`src/lpwt_pkg.sv`:
```
// Purpose: Shared constants and types for the low power wakeup timer.
// Assumes: One system clock; the 32 kHz clock is sampled as a plain input.
// Notes: Register offsets are byte addresses on the simple register port.
//
// Behaviour
// - Count is 32 bits, incremented once per rising edge of the slow clock.
// - Counting starts at reset release and stops only in deepest power down; no enable exists.
// - Runs in all power states except deepest power down, where count is lost.
// - After light sleep exit, count is stale until one slow clock rising edge.
// - Compare event when count equals compare value on a slow clock rising edge.
// - Compare register resets to 0x0fffffff until software writes it.
// - Compare event can raise the interrupt and pulse a DMA trigger.
// - In either light sleep state a compare event requests wake-up.
// - Slow clock ticks give the second general timer its reference in sleep.
// - Capture only when armed; latch count on a slow clock rising edge while the selected pin flag is set.
// - Captured value is one more than the count at the pin event.
// - Capture valid status reads true once a value is captured since arming.

package lpwt_pkg;

	// ----------------------------------------------------------------
	// Register map
	// ----------------------------------------------------------------
	localparam int ADDR_W = 8;
	localparam int DATA_W = 32;
	localparam logic [7:0] OFF_COUNT = 8'h00;
	localparam logic [7:0] OFF_COMPARE = 8'h04;
	localparam logic [7:0] OFF_CAPTURE = 8'h08;
	localparam logic [7:0] OFF_CAP_CTRL = 8'h0c;
	localparam logic [7:0] OFF_CAP_STAT = 8'h10;
	localparam logic [7:0] OFF_IRQ_STAT = 8'h14;
	localparam logic [7:0] OFF_IRQ_MASK = 8'h18;
	localparam logic [7:0] OFF_CLK_STAT = 8'h1c;

	// ----------------------------------------------------------------
	// Field positions and reset values
	// ----------------------------------------------------------------
	localparam int CAP_CTRL_ARM_BIT = 0;
	localparam int CAP_CTRL_PIN_LSB = 4;
	localparam int PIN_SEL_W = 6;
	localparam int CAP_STAT_VALID_BIT = 0;
	localparam int CAP_STAT_ARMED_BIT = 1;
	localparam int IRQ_CMP_BIT = 0;
	localparam int IRQ_CAP_BIT = 1;
	localparam int IRQ_W = 2;
	localparam int CLK_STAT_SYNC_BIT = 0;
	localparam int NUM_PIN_FLAGS = 40;
	localparam logic [31:0] COMPARE_RESET = 32'h0fff_ffff;
	localparam logic [31:0] COUNT_RESET = 32'h0000_0000;
	localparam logic [31:0] COUNT_STEP = 32'h0000_0001;
	localparam logic [31:0] CAPTURE_OFFSET = 32'h0000_0001;

	// ----------------------------------------------------------------
	// Carrier types
	// ----------------------------------------------------------------
	typedef struct packed {
		logic [ADDR_W-1:0] addr;
		logic [DATA_W-1:0] wdata;
		logic wr;
		logic rd;
	} lpwt_bus_req_t;

	typedef struct packed {
		logic light_sleep_state_a;
		logic light_sleep_state_b;
		logic deepest_power_down_state;
	} lpwt_power_t;

endpackage : lpwt_pkg

```
`src/lpwt_tick.sv`:
```
// Purpose: Detects slow clock rising edges and keeps the sync flag.
// Assumes: low_speed_clock is synchronous to mclk and much slower.
// Notes: The flag drops in light sleep and rises on the first edge after.
`timescale 1ns/1ps

module lpwt_tick
(
	input wire logic mclk,
	input wire logic rst_n,
	input wire logic low_speed_clock,
	input wire logic in_light_sleep,
	output logic tick,
	output logic low_clock_sync_flag
);

	logic clk_prev_reg;
	logic sync_reg;

	// ----------------------------------------------------------------
	// Edge detection
	// ----------------------------------------------------------------
	always_ff @(posedge mclk or negedge rst_n)
	begin
		if (!rst_n)
			clk_prev_reg <= 1'b0;
		else
			clk_prev_reg <= low_speed_clock;
	end

	assign tick = low_speed_clock & ~clk_prev_reg;

	// ----------------------------------------------------------------
	// Sync flag
	// ----------------------------------------------------------------
	// The system clock is stopped in light sleep, so the count seen on
	// exit may be stale; the flag says when the first edge has arrived.
	always_ff @(posedge mclk or negedge rst_n)
	begin
		if (!rst_n)
			sync_reg <= 1'b0;
		else if (in_light_sleep)
			sync_reg <= 1'b0;
		else if (tick)
			sync_reg <= 1'b1;
	end

	assign low_clock_sync_flag = sync_reg;

endmodule : lpwt_tick

```
`src/lpwt_timer.sv`:
```
// Purpose: Low power wakeup timer with compare, capture and interrupts.
// Assumes: Registers reached over a simple strobe port, read data one cycle late.
// Notes: Power state inputs stand in for the real power controller.
//
// Implementation choices: the address-and-strobe port and the placing of the registers.
`timescale 1ns/1ps

module lpwt_timer
#(
	parameter int COUNT_W = 32
)
(
	input wire logic mclk,
	input wire logic rst_n,
	input wire lpwt_pkg::lpwt_bus_req_t bus_req,
	output logic [lpwt_pkg::DATA_W-1:0] rd_data,
	input wire logic low_speed_clock,
	input wire lpwt_pkg::lpwt_power_t power_state,
	input wire logic [lpwt_pkg::NUM_PIN_FLAGS-1:0] pin_irq_flags,
	output logic irq,
	output logic dma_trigger,
	output logic wakeup_req,
	output logic timer2_ref_tick,
	output logic low_clock_sync_flag
);

	// ----------------------------------------------------------------
	// Declarations
	// ----------------------------------------------------------------
	logic tick;
	logic in_light_sleep;
	logic [COUNT_W-1:0] count_reg;
	logic [COUNT_W-1:0] compare_reg;
	logic [COUNT_W-1:0] capture_reg;
	logic [lpwt_pkg::PIN_SEL_W-1:0] pin_sel_reg;
	logic armed_reg;
	logic valid_reg;
	logic [lpwt_pkg::IRQ_W-1:0] irq_stat_reg;
	logic [lpwt_pkg::IRQ_W-1:0] irq_mask_reg;
	logic [lpwt_pkg::DATA_W-1:0] rd_data_reg;
	logic dma_reg;
	logic wake_reg;
	logic cmp_event;
	logic cap_event;
	logic arm_write;
	logic [lpwt_pkg::IRQ_W-1:0] irq_events;

	function automatic logic reg_hit(input lpwt_pkg::lpwt_bus_req_t req, input logic [7:0] off);
		reg_hit = (req.addr == off);
	endfunction : reg_hit

	assign in_light_sleep = power_state.light_sleep_state_a | power_state.light_sleep_state_b;

	lpwt_tick u_tick
	(
		.mclk(mclk),
		.rst_n(rst_n),
		.low_speed_clock(low_speed_clock),
		.in_light_sleep(in_light_sleep),
		.tick(tick),
		.low_clock_sync_flag(low_clock_sync_flag)
	);

	// Each slow tick, except in deepest power down, also paces the second general timer while asleep.
	assign timer2_ref_tick = tick & ~power_state.deepest_power_down_state;

	// ----------------------------------------------------------------
	// Counter
	// ----------------------------------------------------------------
	always_ff @(posedge mclk or negedge rst_n)
	begin
		if (!rst_n)
			count_reg <= lpwt_pkg::COUNT_RESET[COUNT_W-1:0];
		else if (power_state.deepest_power_down_state)
			count_reg <= lpwt_pkg::COUNT_RESET[COUNT_W-1:0];
		else if (tick)
			count_reg <= count_reg + lpwt_pkg::COUNT_STEP[COUNT_W-1:0];
	end

	// ----------------------------------------------------------------
	// Compare
	// ----------------------------------------------------------------
	always_ff @(posedge mclk or negedge rst_n)
	begin
		if (!rst_n)
			compare_reg <= lpwt_pkg::COMPARE_RESET[COUNT_W-1:0];
		else if (bus_req.wr && reg_hit(bus_req, lpwt_pkg::OFF_COMPARE))
			compare_reg <= bus_req.wdata[COUNT_W-1:0];
	end

	// A value written too close to the count may already be passed by
	// the time it lands; software keeps a margin of five counts.
	assign cmp_event = tick && !power_state.deepest_power_down_state && (count_reg == compare_reg);

	always_ff @(posedge mclk or negedge rst_n)
	begin
		if (!rst_n)
		begin
			dma_reg <= 1'b0;
			wake_reg <= 1'b0;
		end
		else
		begin
			dma_reg <= cmp_event;
			wake_reg <= cmp_event && in_light_sleep;
		end
	end

	assign dma_trigger = dma_reg;
	assign wakeup_req = wake_reg;

	// ----------------------------------------------------------------
	// Capture
	// ----------------------------------------------------------------
	assign arm_write = bus_req.wr && reg_hit(bus_req, lpwt_pkg::OFF_CAP_CTRL);
	assign cap_event = armed_reg && tick && pin_irq_flags[pin_sel_reg];

	always_ff @(posedge mclk or negedge rst_n)
	begin
		if (!rst_n)
			pin_sel_reg <= '0;
		else if (arm_write && !armed_reg)
			pin_sel_reg <= bus_req.wdata[lpwt_pkg::CAP_CTRL_PIN_LSB +: lpwt_pkg::PIN_SEL_W];
	end

	always_ff @(posedge mclk or negedge rst_n)
	begin
		if (!rst_n)
			armed_reg <= 1'b0;
		else if (arm_write)
			armed_reg <= bus_req.wdata[lpwt_pkg::CAP_CTRL_ARM_BIT];
		else if (cap_event)
			armed_reg <= 1'b0;
	end

	always_ff @(posedge mclk or negedge rst_n)
	begin
		if (!rst_n)
			valid_reg <= 1'b0;
		else if (arm_write && bus_req.wdata[lpwt_pkg::CAP_CTRL_ARM_BIT])
			valid_reg <= 1'b0;
		else if (cap_event && !arm_write)
			valid_reg <= 1'b1;
	end

	always_ff @(posedge mclk or negedge rst_n)
	begin
		if (!rst_n)
			capture_reg <= '0;
		else if (cap_event && !arm_write)
			capture_reg <= count_reg + lpwt_pkg::CAPTURE_OFFSET[COUNT_W-1:0];
	end

	// ----------------------------------------------------------------
	// Interrupts
	// ----------------------------------------------------------------
	assign irq_events[lpwt_pkg::IRQ_CMP_BIT] = cmp_event;
	assign irq_events[lpwt_pkg::IRQ_CAP_BIT] = cap_event && !arm_write;

	// A new event beats a write-one-to-clear in the same cycle.
	always_ff @(posedge mclk or negedge rst_n)
	begin
		if (!rst_n)
			irq_stat_reg <= '0;
		else if (bus_req.wr && reg_hit(bus_req, lpwt_pkg::OFF_IRQ_STAT))
			irq_stat_reg <= (irq_stat_reg & ~bus_req.wdata[lpwt_pkg::IRQ_W-1:0]) | irq_events;
		else
			irq_stat_reg <= irq_stat_reg | irq_events;
	end

	always_ff @(posedge mclk or negedge rst_n)
	begin
		if (!rst_n)
			irq_mask_reg <= '0;
		else if (bus_req.wr && reg_hit(bus_req, lpwt_pkg::OFF_IRQ_MASK))
			irq_mask_reg <= bus_req.wdata[lpwt_pkg::IRQ_W-1:0];
	end

	assign irq = |(irq_stat_reg & irq_mask_reg);

	// ----------------------------------------------------------------
	// Register read
	// ----------------------------------------------------------------
	always_ff @(posedge mclk or negedge rst_n)
	begin
		if (!rst_n)
			rd_data_reg <= '0;
		else if (bus_req.rd)
		begin
			case (bus_req.addr)
				lpwt_pkg::OFF_COUNT: rd_data_reg <= lpwt_pkg::DATA_W'(count_reg);
				lpwt_pkg::OFF_COMPARE: rd_data_reg <= lpwt_pkg::DATA_W'(compare_reg);
				lpwt_pkg::OFF_CAPTURE: rd_data_reg <= lpwt_pkg::DATA_W'(capture_reg);
				lpwt_pkg::OFF_CAP_CTRL: rd_data_reg <= lpwt_pkg::DATA_W'({pin_sel_reg, 3'h0, armed_reg});
				lpwt_pkg::OFF_CAP_STAT: rd_data_reg <= lpwt_pkg::DATA_W'({armed_reg, valid_reg});
				lpwt_pkg::OFF_IRQ_STAT: rd_data_reg <= lpwt_pkg::DATA_W'(irq_stat_reg);
				lpwt_pkg::OFF_IRQ_MASK: rd_data_reg <= lpwt_pkg::DATA_W'(irq_mask_reg);
				lpwt_pkg::OFF_CLK_STAT: rd_data_reg <= lpwt_pkg::DATA_W'(low_clock_sync_flag);
				default: rd_data_reg <= '0;
			endcase
		end
		else
			rd_data_reg <= '0;
	end

	assign rd_data = rd_data_reg;

endmodule : lpwt_timer

```
`config.mk`:
```
export PLATFORM = sky130hd
export DESIGN_NAME = lpwt_timer
export DESIGN_NICKNAME = d
export VERILOG_FILES = /design/src/lpwt_pkg.sv /design/src/lpwt_tick.sv /design/src/lpwt_timer.sv
export SDC_FILE = /design/constraint.sdc
export NUM_CORES = 1
export LEC_CHECK = 0
export BUFFER_PORTS_ARGS = -buffer_cell sky130_fd_sc_hd__buf_2
export CAP_MARGIN = 20
export CORE_MARGIN = 8
export CORE_UTILIZATION = 48
export DETAILED_ROUTE_END_ITERATION = 8
export PLACE_DENSITY = 0.77
export REMOVE_ABC_BUFFERS = 1
export SYNTH_ARGS = -nofsm -noshare
export SYNTH_HDL_FRONTEND = slang
export SYNTH_SLANG_ARGS = --single-unit
```
`constraint.sdc`:
```
create_clock -name mclk -period 2.6 [get_ports mclk]
set_input_delay 0.52 -clock mclk [delete_from_list [all_inputs] [get_ports mclk]]
set_output_delay 0.52 -clock mclk [all_outputs]
set_load 0.03 [all_outputs]
```
# [Yosys cells after proc, flatten, opt, wreduce, memory -nomap -nowiden]
# Cells that the tools add are included.
[classes] n_addsub=1 eq_ne=8 muxes=13 reduce_logical=21 n_bitwise=10 magnitude_cmp=1
[op_table] operator="$pmux 32 s8" n=1
[op_table] operator="$mux 32" n=3
[op_table] operator="$add 32x1->32 const B" n=1
[op_table] operator="$eq 32x32->1" n=1
[op_table] operator="$eq 8x5->1 const B" n=4
[op_table] operator="$eq 8x4->1 const B" n=2
[op_table] operator="$logic_and 1x1->1" n=12
[op_table] operator="$eq 8x3->1 const B" n=1
[op_table] operator="$logic_not 8->1" n=1
[op_table] operator="$reduce_bool 2->1" n=4
[op_table] operator="$lt 6x7->1 const B" n=1
[op_table] operator="$mux 1" n=7
[op_table] operator="$bmux 1 s6" n=1
[op_table] operator="$and 2x2->2" n=2
[op_table] operator="$or 2x2->2" n=2
[op_table] operator="$logic_not 1->1" n=3
[op_table] operator="$and 1x1->1" n=2
[op_table] operator="$mux 2" n=1
[op_table] operator="$not 1->1" n=2
[op_table] operator="$not 2->2" n=1
[op_table] operator="$reduce_or 2->1" n=1
[op_table] operator="$or 1x1->1" n=1
[totals] inputBits=88 register_bits=144 out_inout_bits=37

# [Longest topological paths before layout]
# Gate-level depths: netlist (run 1).
[depth] word_depth=7 mapped_depth=9 ltp_nobuf=7

# [By module]
# A second synthesis (run 1) with hierarchy kept.
[hier_totals] cells_unflattened=695 hier_area_um2=7791.2
[by_module_without_submodules] module="lpwt_timer" n_inst=1 area_each_um2=7717.4 cells_per_inst=691
[by_module_without_submodules] module="lpwt_tick" n_inst=1 area_each_um2=73.8 cells_per_inst=4

# [Least setup slack after synthesis (run 1)]
# OpenSTA, ideal clock, no wires.
[synth_timing] path_kind="input to register" from="in bus_req[35] (netlist bit)" to="reg compare_reg[28]" path_buffers=1 path_stages=6 t_arrival_ns=2.378 setup_slack_ns=0.097 setup_ns=0.125 path_cell_list="or4_4 or3_4 nor3b_4 nand2_4 buf_6 mux2_4"
[synth_via] elab_chain_len=2
[synth_lines] item="from (decl)" line="lpwt_timer.sv:15" rtl="input wire lpwt_pkg::lpwt_bus_req_t bus_req,"
[synth_lines] item="$eq 8x3->1" line="lpwt_timer.sv:49" rtl="reg_hit = (req.addr == off);"
[synth_lines] item="$logic_and 1x1->1" line="lpwt_timer.sv:87" rtl="else if (bus_req.wr && reg_hit(bus_req, lpwt_pkg::OFF_COMPARE))"
[synth_lines] item="to (signal assigned)" line="lpwt_timer.sv:86" rtl="compare_reg <= lpwt_pkg::COMPARE_RESET[COUNT_W-1:0];"
[synth_lines] item="to (signal assigned)" line="lpwt_timer.sv:88" rtl="compare_reg <= bus_req.wdata[COUNT_W-1:0];"
[synth_lines] item="to (decl)" line="lpwt_timer.sv:33" rtl="logic [COUNT_W-1:0] compare_reg;"
# Every way passes these cells.
# A chain may end at the register's enable or synchronous reset.

# [Final worst setup path (run 1)]
[layout_timing] from="reg pin_sel_reg[0] (netlist bit)" to="reg capture_reg[11]"
[layout_via] elab_chain_len=4
[layout_lines] item="from (decl)" line="lpwt_timer.sv:35" rtl="logic [lpwt_pkg::PIN_SEL_W-1:0] pin_sel_reg;"
[layout_lines] item="from (signal assigned)" line="lpwt_timer.sv:123" rtl="pin_sel_reg <= bus_req.wdata[lpwt_pkg::CAP_CTRL_PIN_LSB +: lpwt_pkg::PIN_SEL_W];"
[layout_lines] item="$bmux 1 s6" line="lpwt_timer.sv:116" rtl="assign cap_event = armed_reg && tick && pin_irq_flags[pin_sel_reg];"
[layout_lines] item="$mux 1 (not written as such)" line="lpwt_timer.sv:116"
[layout_lines] item="$logic_and 1x1->1" line="lpwt_timer.sv:116"
[layout_lines] item="$logic_and 1x1->1" line="lpwt_timer.sv:150" rtl="else if (cap_event && !arm_write)"
[layout_lines] item="to (signal assigned)" line="lpwt_timer.sv:151" rtl="capture_reg <= count_reg + lpwt_pkg::CAPTURE_OFFSET[COUNT_W-1:0];"
[layout_lines] item="to (decl)" line="lpwt_timer.sv:34" rtl="logic [COUNT_W-1:0] capture_reg;"
# Every way passes these cells. The select of a mux whose other input is x is not followed.

==> flow_metrics.env, run 1 <==
export IMPL_start_util_pct=48.4
export IMPL_via_count=5760
export IMPL_post_drt_wl_per_cell_um=18.0
export IMPL_hold_ws_ps=94.8
export IMPL_vias_per_cell=5.38
export IMPL_grt_start_max_net_pins=66
export IMPL_track_usage_pct=20.1
export IMPL_dp_hpwl_um=13800
export IMPL_io_buffers=124
export IMPL_crit_arrival_ps=2640
export IMPL_post_place_cells=1038
export IMPL_grt_pass1_vias=6003
export IMPL_synthFlopType="dfrtp_1"
export IMPL_final_cells=1070
export IMPL_multiInputGateArea_mm2=0.00369
export IMPL_clk_latency_ps=430
export IMPL_syn_avg_cell_area_um2=10.6
export IMPL_slowest_stage="dfrtp_1"
export IMPL_syn_inst=717
export IMPL_yosys_top_cells_area="dfrtp_1 38%, dfstp_2 9.7%, xnor2_1 6.6%"
export IMPL_overflow=0
export IMPL_cts_hold_buf=0
export IMPL_cts_root_buf="clkbuf_16"
export IMPL_area_delta_synth_final_pct=21.3
export IMPL_core_area_mm2=0.0157
export IMPL_place_ws_ps=63.7
export IMPL_power_leakage_nw=4.37
export IMPL_drt_pass1_iter_count=5
export IMPL_synth_seq_area_share_pct=47.9
export IMPL_synthArstFlopShare_pct=100
export IMPL_start_kind="flip-flop"
export IMPL_route_detailed_drc=0
export IMPL_power_density_mw_per_mm2=585
export IMPL_criticalPathCategory="flip-flop to flip-flop"
export IMPL_nets=930
export IMPL_numCtsBuffers=17
export IMPL_final_seq_area_mm2=0.00364
export IMPL_cts_repair_resize_count=0
export IMPL_ant_nets=0
export IMPL_cp_required_ps=2900
export IMPL_layout_commonest_cell="buf_2"
export IMPL_grt_setup_unrepaired="no"
export IMPL_diodes=0
export IMPL_finalMaxSlewViolations=0
export IMPL_tns_ps=0
export IMPL_layout_min_cycle_time_ps=2340
export IMPL_cts_setup_buffers=0
export IMPL_die_y_um=142
export IMPL_fill_cells=1280
export IMPL_fp_row_count=46
export IMPL_synth_area_leader_cell="dfrtp_1"
export IMPL_final_cell_mix="123 x buf_2, 116 x dfrtp_1, 98 x nor2_1"
export IMPL_path_clk_slew_ps=60
export IMPL_grt_pass1_wl_um=31800
export IMPL_clockBufferDepth=2
export IMPL_max_cap_viol_count=0
export IMPL_htreeDepth=4
export IMPL_finalCritPeriodShare_pct=90.0
export IMPL_cts_tree="built"
export IMPL_max_slew_margin_pct=58.4
export IMPL_antenna_found_initial=0
export IMPL_die_width_um=142
export IMPL_crit_path_end_kind="flip-flop"
export IMPL_routabilityCongestion=0.857
export IMPL_setup_viol=0
export IMPL_io_pins=125
export IMPL_hold_path_class="primary input to async pin"
export IMPL_synth_top_area_share_pct=38.2
export IMPL_final_core_util_pct=58.7
export IMPL_cpPeakStageDelay_ps=480
export IMPL_drive_above_1_share_pct=34.3
export IMPL_ys_types=49
export IMPL_clock_sinks=144
export IMPL_die_area_mm2=0.0201
export IMPL_wl_um=19200
export IMPL_finalHoldViolCount=0
export IMPL_status="complete, no violations"
export IMPL_fin_skew_ps=8.91
export IMPL_path_cells="buf_4 > mux2i_1 > a311oi_1 > a31oi_1 > nand3_1 > nand4_2 > buf_12 > mux2_2"
export IMPL_ir_drop_v=0.000506
export IMPL_tightest_slew_ps=625
export IMPL_crit_path_max_fanout=34
export IMPL_ys_ff_latch=144
export IMPL_synth_edf_count=0
export IMPL_yosysWarnings=0
export IMPL_setup_slack_ps=261
export IMPL_drt_initial_drc_count=439
export IMPL_fmax_mhz=428
export IMPL_syn_area_mm2=0.00760
final cells by class:
type                       instances  share of cell area, %
multi-input combinational        509                   40.0
clock inverter                    11                   2.02
clock buffer                      21                   4.99
sequential                       144                   39.4
inverter                           8                  0.325
tap                              216                   2.93
timing repair buffer             161                   10.3
per-stage QoR:
step           total power [W]  cell area, um^2
2_1_floorplan          0.00254             7350
5_1_grt                0.00556             9230
3_5_place_dp           0.00278             8580
6_report               0.00539             9230
3_3_place_gp           0.00277             8580
4_1_cts                0.00542             9230
per-layer routing:
layer	track usage, %	vias to the layer above	wire length (um)
met5	0	-	0
met4	6.95	0	309
met3	3.80	29	857
met2	33.2	179	9320
met1	25.9	2832	8760
li1	-	2720	-
worst paths after layout:
path / cells after the start / startpoint / slack, ps / endpoint
min reg2reg: 1 / capture_reg[25] / 500 / capture_reg[25]
max reg2reg: 8 / pin_sel_reg[0] / 260 / capture_reg[11]
max: 8 / pin_sel_reg[0] / 260 / capture_reg[11]
max in group asynchronous: 2 / rst_n / 1800 / compare_reg[9]
min in group mclk: 1 / low_speed_clock / 240 / u_tick.clk_prev_reg
min: 1 / rst_n / 90 / capture_reg[22]
critical path: cells and delay by family (launching register included):
family / cells / cell delay, ps
muxes: 2 / 620
and+or+nand+nor: 2 / 250
DFF: 1 / 480
AOI/OAI and AO/OA: 2 / 290
buffers and inverters: 2 / 540
power breakdown:
part / switching (W) / internal [W]
combinational: 0.000219 / 0.000175
clock: 0.000909 / 0.00175
sequential: 0.0000458 / 0.00230
synth_stat cells, types with 2 or more instances:
cell type	instances
clkbuf_2	2
o211ai_1	2
nand2b_1	2
nor3_1	13
buf_1	4
or3_1	7
o21ai_0	14
and3_1	5
mux2_2	40
nand4_1	19
mux2_4	26
nor2b_1	6
nand2_1	35
nor4_1	3
nand3_1	26
a222oi_1	2
buf_4	2
nor2_1	98
buf_2	5
mux2i_1	46
buf_6	3
dfstp_2	28
a21oi_1	39
inv_1	8
xor2_1	31
and4_1	3
a22oi_1	16
xnor2_1	57
clkbuf_1	40
dfrtp_1	116
cells by family after synthesis:
group | share of synthesized area [%]
AOI/OAI and AO/OA | 6.37
xor gates and xnor gates | 10.1
adders and majority gates | 0.165
buffers and inverters | 3.67
DFF | 47.9
muxes | 17.6
and+or+nand+nor | 14.3
No activity file was read; power rests on OpenSTA's default activity.
==> run 2: changes to the inputs <==
--- a/config.mk
+++ b/config.mk
@@ -5,12 +5,12 @@
 export SDC_FILE = /design/constraint.sdc
 export NUM_CORES = 1
 export LEC_CHECK = 0
-export BUFFER_PORTS_ARGS = -buffer_cell sky130_fd_sc_hd__buf_2
 export CAP_MARGIN = 20
 export CORE_MARGIN = 8
 export CORE_UTILIZATION = 48
 export DETAILED_ROUTE_END_ITERATION = 8
-export PLACE_DENSITY = 0.77
+export DONT_BUFFER_PORTS = 1
+export PLACE_DENSITY = 0.7
 export REMOVE_ABC_BUFFERS = 1
 export SYNTH_ARGS = -nofsm -noshare
 export SYNTH_HDL_FRONTEND = slang
==> run 2 against run 1 <==
  * The flow now finishes with violations (hold timing)
  * Global-route usage is 0.39 points lower
  * Total power fell by 3.4%
  * Die area stayed put
  * Combinational power shrank 42%
  * Setup slack got worse by 93 ps
  * Non-clock buffer count decreased by 132
  * Sequential share of layout area grew 3.3 points
  * Critical endpoint is now capture_reg[14]
  * Largest power group unchanged
  * Highest routed layer unchanged
==> flow_metrics.env, run 2 (synthesis gave the netlist of run 1 again) <==
export IMPL_status="complete, but fails checks"
export IMPL_failed_checks="hold timing"
export IMPL_fill_cells=1319
export IMPL_clk_latency_ps=430
export IMPL_io_buffers=0
export IMPL_diodes=0
export IMPL_drt_pass1_iter_count=6
export IMPL_ir_drop_v=0.000504
export IMPL_max_cap_viol_count=0
export IMPL_wl_um=19000
export IMPL_cts_tree="built"
export IMPL_finalMaxSlewViolations=0
export IMPL_crit_path_max_fanout=18
export IMPL_vias_per_cell=5.69
export IMPL_place_ws_ps=144
export IMPL_path_clk_slew_ps=60
export IMPL_rrSetupSlack_ps=170
export IMPL_htreeDepth=4
export IMPL_layout_commonest_cell="dfrtp_1"
export IMPL_die_area_mm2=0.0201
export IMPL_drive_above_1_share_pct=22.2
export IMPL_post_place_cells=906
export IMPL_die_width_um=142
export IMPL_power_density_mw_per_mm2=612
export IMPL_hold_path_class="primary input to async pin"
export IMPL_crit_arrival_ps=2740
export IMPL_max_slew_margin_pct=61.1
export IMPL_grt_pass1_vias=5577
export IMPL_finalHoldViolCount=124
export IMPL_hold_ws_ps=-208
export IMPL_power_leakage_nw=3.78
export IMPL_setup_slack_ps=168
export IMPL_route_detailed_drc=0
export IMPL_tns_ps=0
export IMPL_nets=798
export IMPL_place_area_mm2=0.00788
export IMPL_dp_hpwl_um=13200
export IMPL_cts_root_buf="clkbuf_16"
export IMPL_cp_required_ps=2910
export IMPL_clock_sinks=144
export IMPL_clockBufferDepth=2
export IMPL_crit_path_end_kind="flip-flop"
export IMPL_setup_viol=0
export IMPL_fp_row_count=46
export IMPL_finalCritPeriodShare_pct=93.5
export IMPL_start_util_pct=48.4
export IMPL_antenna_found_initial=0
export IMPL_grt_setup_unrepaired="no"
export IMPL_track_usage_pct=19.7
export IMPL_start_kind="flip-flop"
export IMPL_fmax_mhz=411
export IMPL_grt_start_max_net_pins=145
export IMPL_numCtsBuffers=17
export IMPL_fin_skew_ps=9.01
export IMPL_reg2reg_from="pin_sel_reg[0]"
export IMPL_via_count=5333
export IMPL_final_cells=938
export IMPL_area_delta_synth_final_pct=12.1
export IMPL_post_drt_wl_per_cell_um=20.2
export IMPL_overflow=0
export IMPL_grt_pass1_wl_um=30800
export IMPL_criticalPathCategory="flip-flop to flip-flop"
export IMPL_startpoint="pin_sel_reg[0]"
export IMPL_final_cell_mix="116 x dfrtp_1, 98 x nor2_1, 57 x xnor2_1"
export IMPL_die_y_um=142
export IMPL_layout_min_cycle_time_ps=2430
export IMPL_io_pins=125
export IMPL_final_seq_area_mm2=0.00364
export IMPL_tightest_slew_ps=584
export IMPL_core_area_mm2=0.0157
export IMPL_drt_initial_drc_count=520
export IMPL_ant_nets=0
export IMPL_routabilityCongestion=0.879
export IMPL_multiInputGateArea_mm2=0.00369
export IMPL_finalInstanceArea_mm2=0.00852
## run 2: cell count changes in the layout (fill, tap and decap cells not counted)
cell / delta
clkbuf_8: +2
buf_6: -1
clkbuf_1: +1
clkinvlp_4: -1
clkinv_4: +2
buf_4: -7
bufinv_16: -1
buf_12: -1
buf_2: -123
clkinv_2: -3
## run 2: worst max-delay path, stage by stage, from the launching register on
cell and delay, ps:
dfrtp_1 590, buf_4 320, mux2i_1 220, a22oi_1 110, a31oi_1 170, nand3_1 150
nand4_2 190, buf_12 180, mux2_2 350
## run 2: layout make-up
type                            instances  area share (%)
Clock buffer                           24            5.77
Clock inverter                          8            1.78
Inverter                                8           0.352
Multi-Input combinational cell        509            43.2
Sequential cell                       144            42.7
Tap cell                              216            3.17
Timing Repair Buffer                   29            2.99
## run 2: path summary, 6_finish.rpt
check	endpoint	cells after the start
min in group mclk	u_tick.clk_prev_reg	0
worst max-delay path	capture_reg[14]	8
worst min register to register	capture_reg[25]	1
worst max register to register	capture_reg[14]	8
max in group asynchronous	compare_reg[1]	0
worst min-delay path	capture_reg[17]	0
## run 2: stage by stage
step                utilization, %  total power, W
global route                  54.2         0.00537
CTS                           54.2         0.00526
detailed placement            50.2         0.00261
global placement              50.2         0.00260
floorplan                        -         0.00254
finish                        54.2         0.00521
## run 2: power breakdown
group	switching, W	total, W	internal, W
clock network	0.000926	0.00264	0.00171
logic	0.000110	0.000226	0.000117
registers	0.0000487	0.00235	0.00230
total	0.00108	0.00521	0.00413
## run 2: per-layer routing
metal / global-route usage [%] / wire length (um)
met1: 24.3 / 7800
met2: 32.7 / 9580
met3: 5.14 / 1190
met4: 6.84 / 422
met5: 0 / 0
## run 2: repair_timing
item,in CTS,in global routing
gates resized for setup,0,0
buffers inserted,0,0
hold endpoints to repair,144,144
==> run 3: changes to the inputs <==
--- a/config.mk
+++ b/config.mk
@@ -6,12 +6,14 @@
 export NUM_CORES = 1
 export LEC_CHECK = 0
 export CAP_MARGIN = 20
+export CORE_ASPECT_RATIO = 1.1
 export CORE_MARGIN = 8
 export CORE_UTILIZATION = 48
 export DETAILED_ROUTE_END_ITERATION = 8
 export DONT_BUFFER_PORTS = 1
 export PLACE_DENSITY = 0.7
 export REMOVE_ABC_BUFFERS = 1
+export SLEW_MARGIN = 30
 export SYNTH_ARGS = -nofsm -noshare
 export SYNTH_HDL_FRONTEND = slang
 export SYNTH_SLANG_ARGS = --single-unit
==> run 3 against run 2 <==
  * The flow still finishes with violations (hold timing)
  * Fmax increased by 1.2%
  * Total power grew 5.7%
  * Clock skew barely moved
  * Highest routed layer unchanged
  * Global-route usage is 0.31 points lower
  * Via count rose by 0.49%
  * Cell area is 0.90% higher
==> flow_metrics.env, run 3 (synthesis gave the netlist of run 1 again) <==
export IMPL_crit_path_max_fanout=32
export IMPL_internal_power_w=0.00440
export IMPL_post_drt_wl_per_cell_um=20.5
export IMPL_nets=803
export IMPL_grt_setup_unrepaired="no"
export IMPL_crit_arrival_ps=2700
export IMPL_dp_hpwl_um=13100
export IMPL_finalInstanceArea_mm2=0.00860
export IMPL_antenna_found_initial=0
export IMPL_status="complete, but fails checks"
export IMPL_p_switching_w=0.00111
export IMPL_grt_pass1_wl_um=30400
export IMPL_fin_skew_ps=8.81
export IMPL_grt_pass1_vias=5611
export IMPL_layout_min_cycle_time_ps=2400
export IMPL_hold_ws_ps=-205
export IMPL_finalMaxSlewViolations=0
export IMPL_area_delta_synth_final_pct=13.1
export IMPL_die_y_um=148
export IMPL_drt_pass1_iter_count=7
export IMPL_finalCritPeriodShare_pct=92.5
export IMPL_drive_above_1_share_pct=23.1
export IMPL_max_slew_margin_pct=60.3
export IMPL_wl_um=19000
export IMPL_ant_nets=0
export IMPL_finalHoldViolCount=118
export IMPL_die_area_mm2=0.0201
export IMPL_final_seq_area_mm2=0.00364
export IMPL_core_area_mm2=0.0156
export IMPL_fill_cells=1360
export IMPL_hold_path_class="primary input to async pin"
export IMPL_max_cap_viol_count=0
export IMPL_ir_drop_v=0.000448
export IMPL_tightest_slew_ps=596
export IMPL_via_count=5359
export IMPL_final_cell_mix="116 x dfrtp_1, 98 x nor2_1, 57 x xnor2_1"
export IMPL_path_clk_slew_ps=60
export IMPL_cts_repair_resize_count=0
export IMPL_power_leakage_nw=3.82
export IMPL_place_area_mm2=0.00789
export IMPL_power_w=0.00551
export IMPL_routabilityCongestion=0.857
export IMPL_clk_latency_ps=430
export IMPL_cts_tree="built"
export IMPL_power_frac_seq_pct=42.7
export IMPL_drt_initial_drc_count=368
export IMPL_multiInputGateArea_mm2=0.00369
export IMPL_cp_required_ps=2900
export IMPL_fp_row_count=48
export IMPL_io_pins=125
export IMPL_cts_setup_buffers=0
export IMPL_overflow=0
export IMPL_numCtsBuffers=17
export IMPL_die_width_um=136
export IMPL_criticalPathCategory="flip-flop to flip-flop"
export IMPL_crit_path_end_kind="flip-flop"
export IMPL_cts_root_buf="clkbuf_16"
export IMPL_power_density_mw_per_mm2=641
export IMPL_clock_sinks=144
export IMPL_swShare_pct=20.1
export IMPL_clockBufferDepth=2
export IMPL_start_kind="flip-flop"
export IMPL_vias_per_cell=5.78
export IMPL_io_buffers=0
export IMPL_route_detailed_drc=0
export IMPL_setup_viol=0
export IMPL_htreeDepth=4
export IMPL_layout_commonest_cell="dfrtp_1"
export IMPL_combPwrFrac_pct=4.0
export IMPL_grt_start_max_net_pins=145
export IMPL_track_usage_pct=19.4
export IMPL_start_util_pct=48.7
export IMPL_power_share_clock_pct=53.3
export IMPL_fmax_mhz=416
export IMPL_failed_checks="hold timing"
export IMPL_diodes=0
[run 3: changes by cell type in the layout (fill, tap and decap cells not counted), moves of 2 or more]
cell | previous run | this run
bufinv_16 | 4 | 8
clkbuf_1 | 3 | 0
clkbuf_8 | 4 | 0
clkinvlp_4 | 0 | 4
clkinv_4 | 3 | 1
buf_4 | 26 | 32
[run 3: area by class of cell]
cell class	count	area share [%]
multi-input cells	509	42.9
flip-flops and latches	144	42.3
clock buffers	17	4.95
clock inverters	15	3.36
repair buffers	34	3.26
well taps	200	2.91
inverters	8	0.349
[run 3: routing by layer]
metal / global-route usage, % / share of wire [%] / vias up
li1: - / - / 2466
met1: 22.5 / 39 / 2665
met2: 32.6 / 52 / 198
met3: 5.23 / 7.2 / 30
met4: 8.69 / 2.3 / 0
met5: 0 / 0 / -
[run 3: stage by stage]
step | worst slack [ps] | TNS (ps) | util (%) | instances
CTS | 233 | 0 | 55.1 | 927
global placement | 150 | 0 | 50.5 | 895
finish | 196 | 0 | 55.1 | 927
floorplan | -388 | -11190 | - | 661
global route | 100 | 0 | 55.1 | 927
detailed placement | 122 | 0 | 50.5 | 895
[run 3: worst paths after layout]
check | endpoint | from | cells past startpoint | slack (ps)
worst max-delay path | capture_reg[25] | pin_sel_reg[0] | 8 | 200
min in group mclk | u_tick.clk_prev_reg | low_speed_clock | 0 | 120
worst max register to register | capture_reg[25] | pin_sel_reg[0] | 8 | 200
worst min register to register | compare_reg[0] | compare_reg[0] | 2 | 500
worst min-delay path | capture_reg[27] | rst_n | 0 | -210
max in group asynchronous | compare_reg[24] | rst_n | 0 | 2420
[run 3: worst max-delay path, stage by stage, from the launching register on]
cell	delay (ps)
dfrtp_1	540
buf_4	280
mux2i_1	120
a211oi_1	260
o211ai_1	140
o211ai_1	170
nand4_2	160
buf_12	200
mux2_1	360
[run 3: power groups by stage]
| stage | combinational (W) | clock (W) | sequential (W) |
|---|---|---|---|
| after floorplan | 0.000163 | 0 | 0.00238 |
| after global placement | 0.000213 | 0 | 0.00239 |
| after detailed placement | 0.000219 | 0 | 0.00239 |
| after CTS | 0.000221 | 0.00298 | 0.00235 |
| after global routing | 0.000239 | 0.00308 | 0.00236 |
| final | 0.000220 | 0.00294 | 0.00235 |
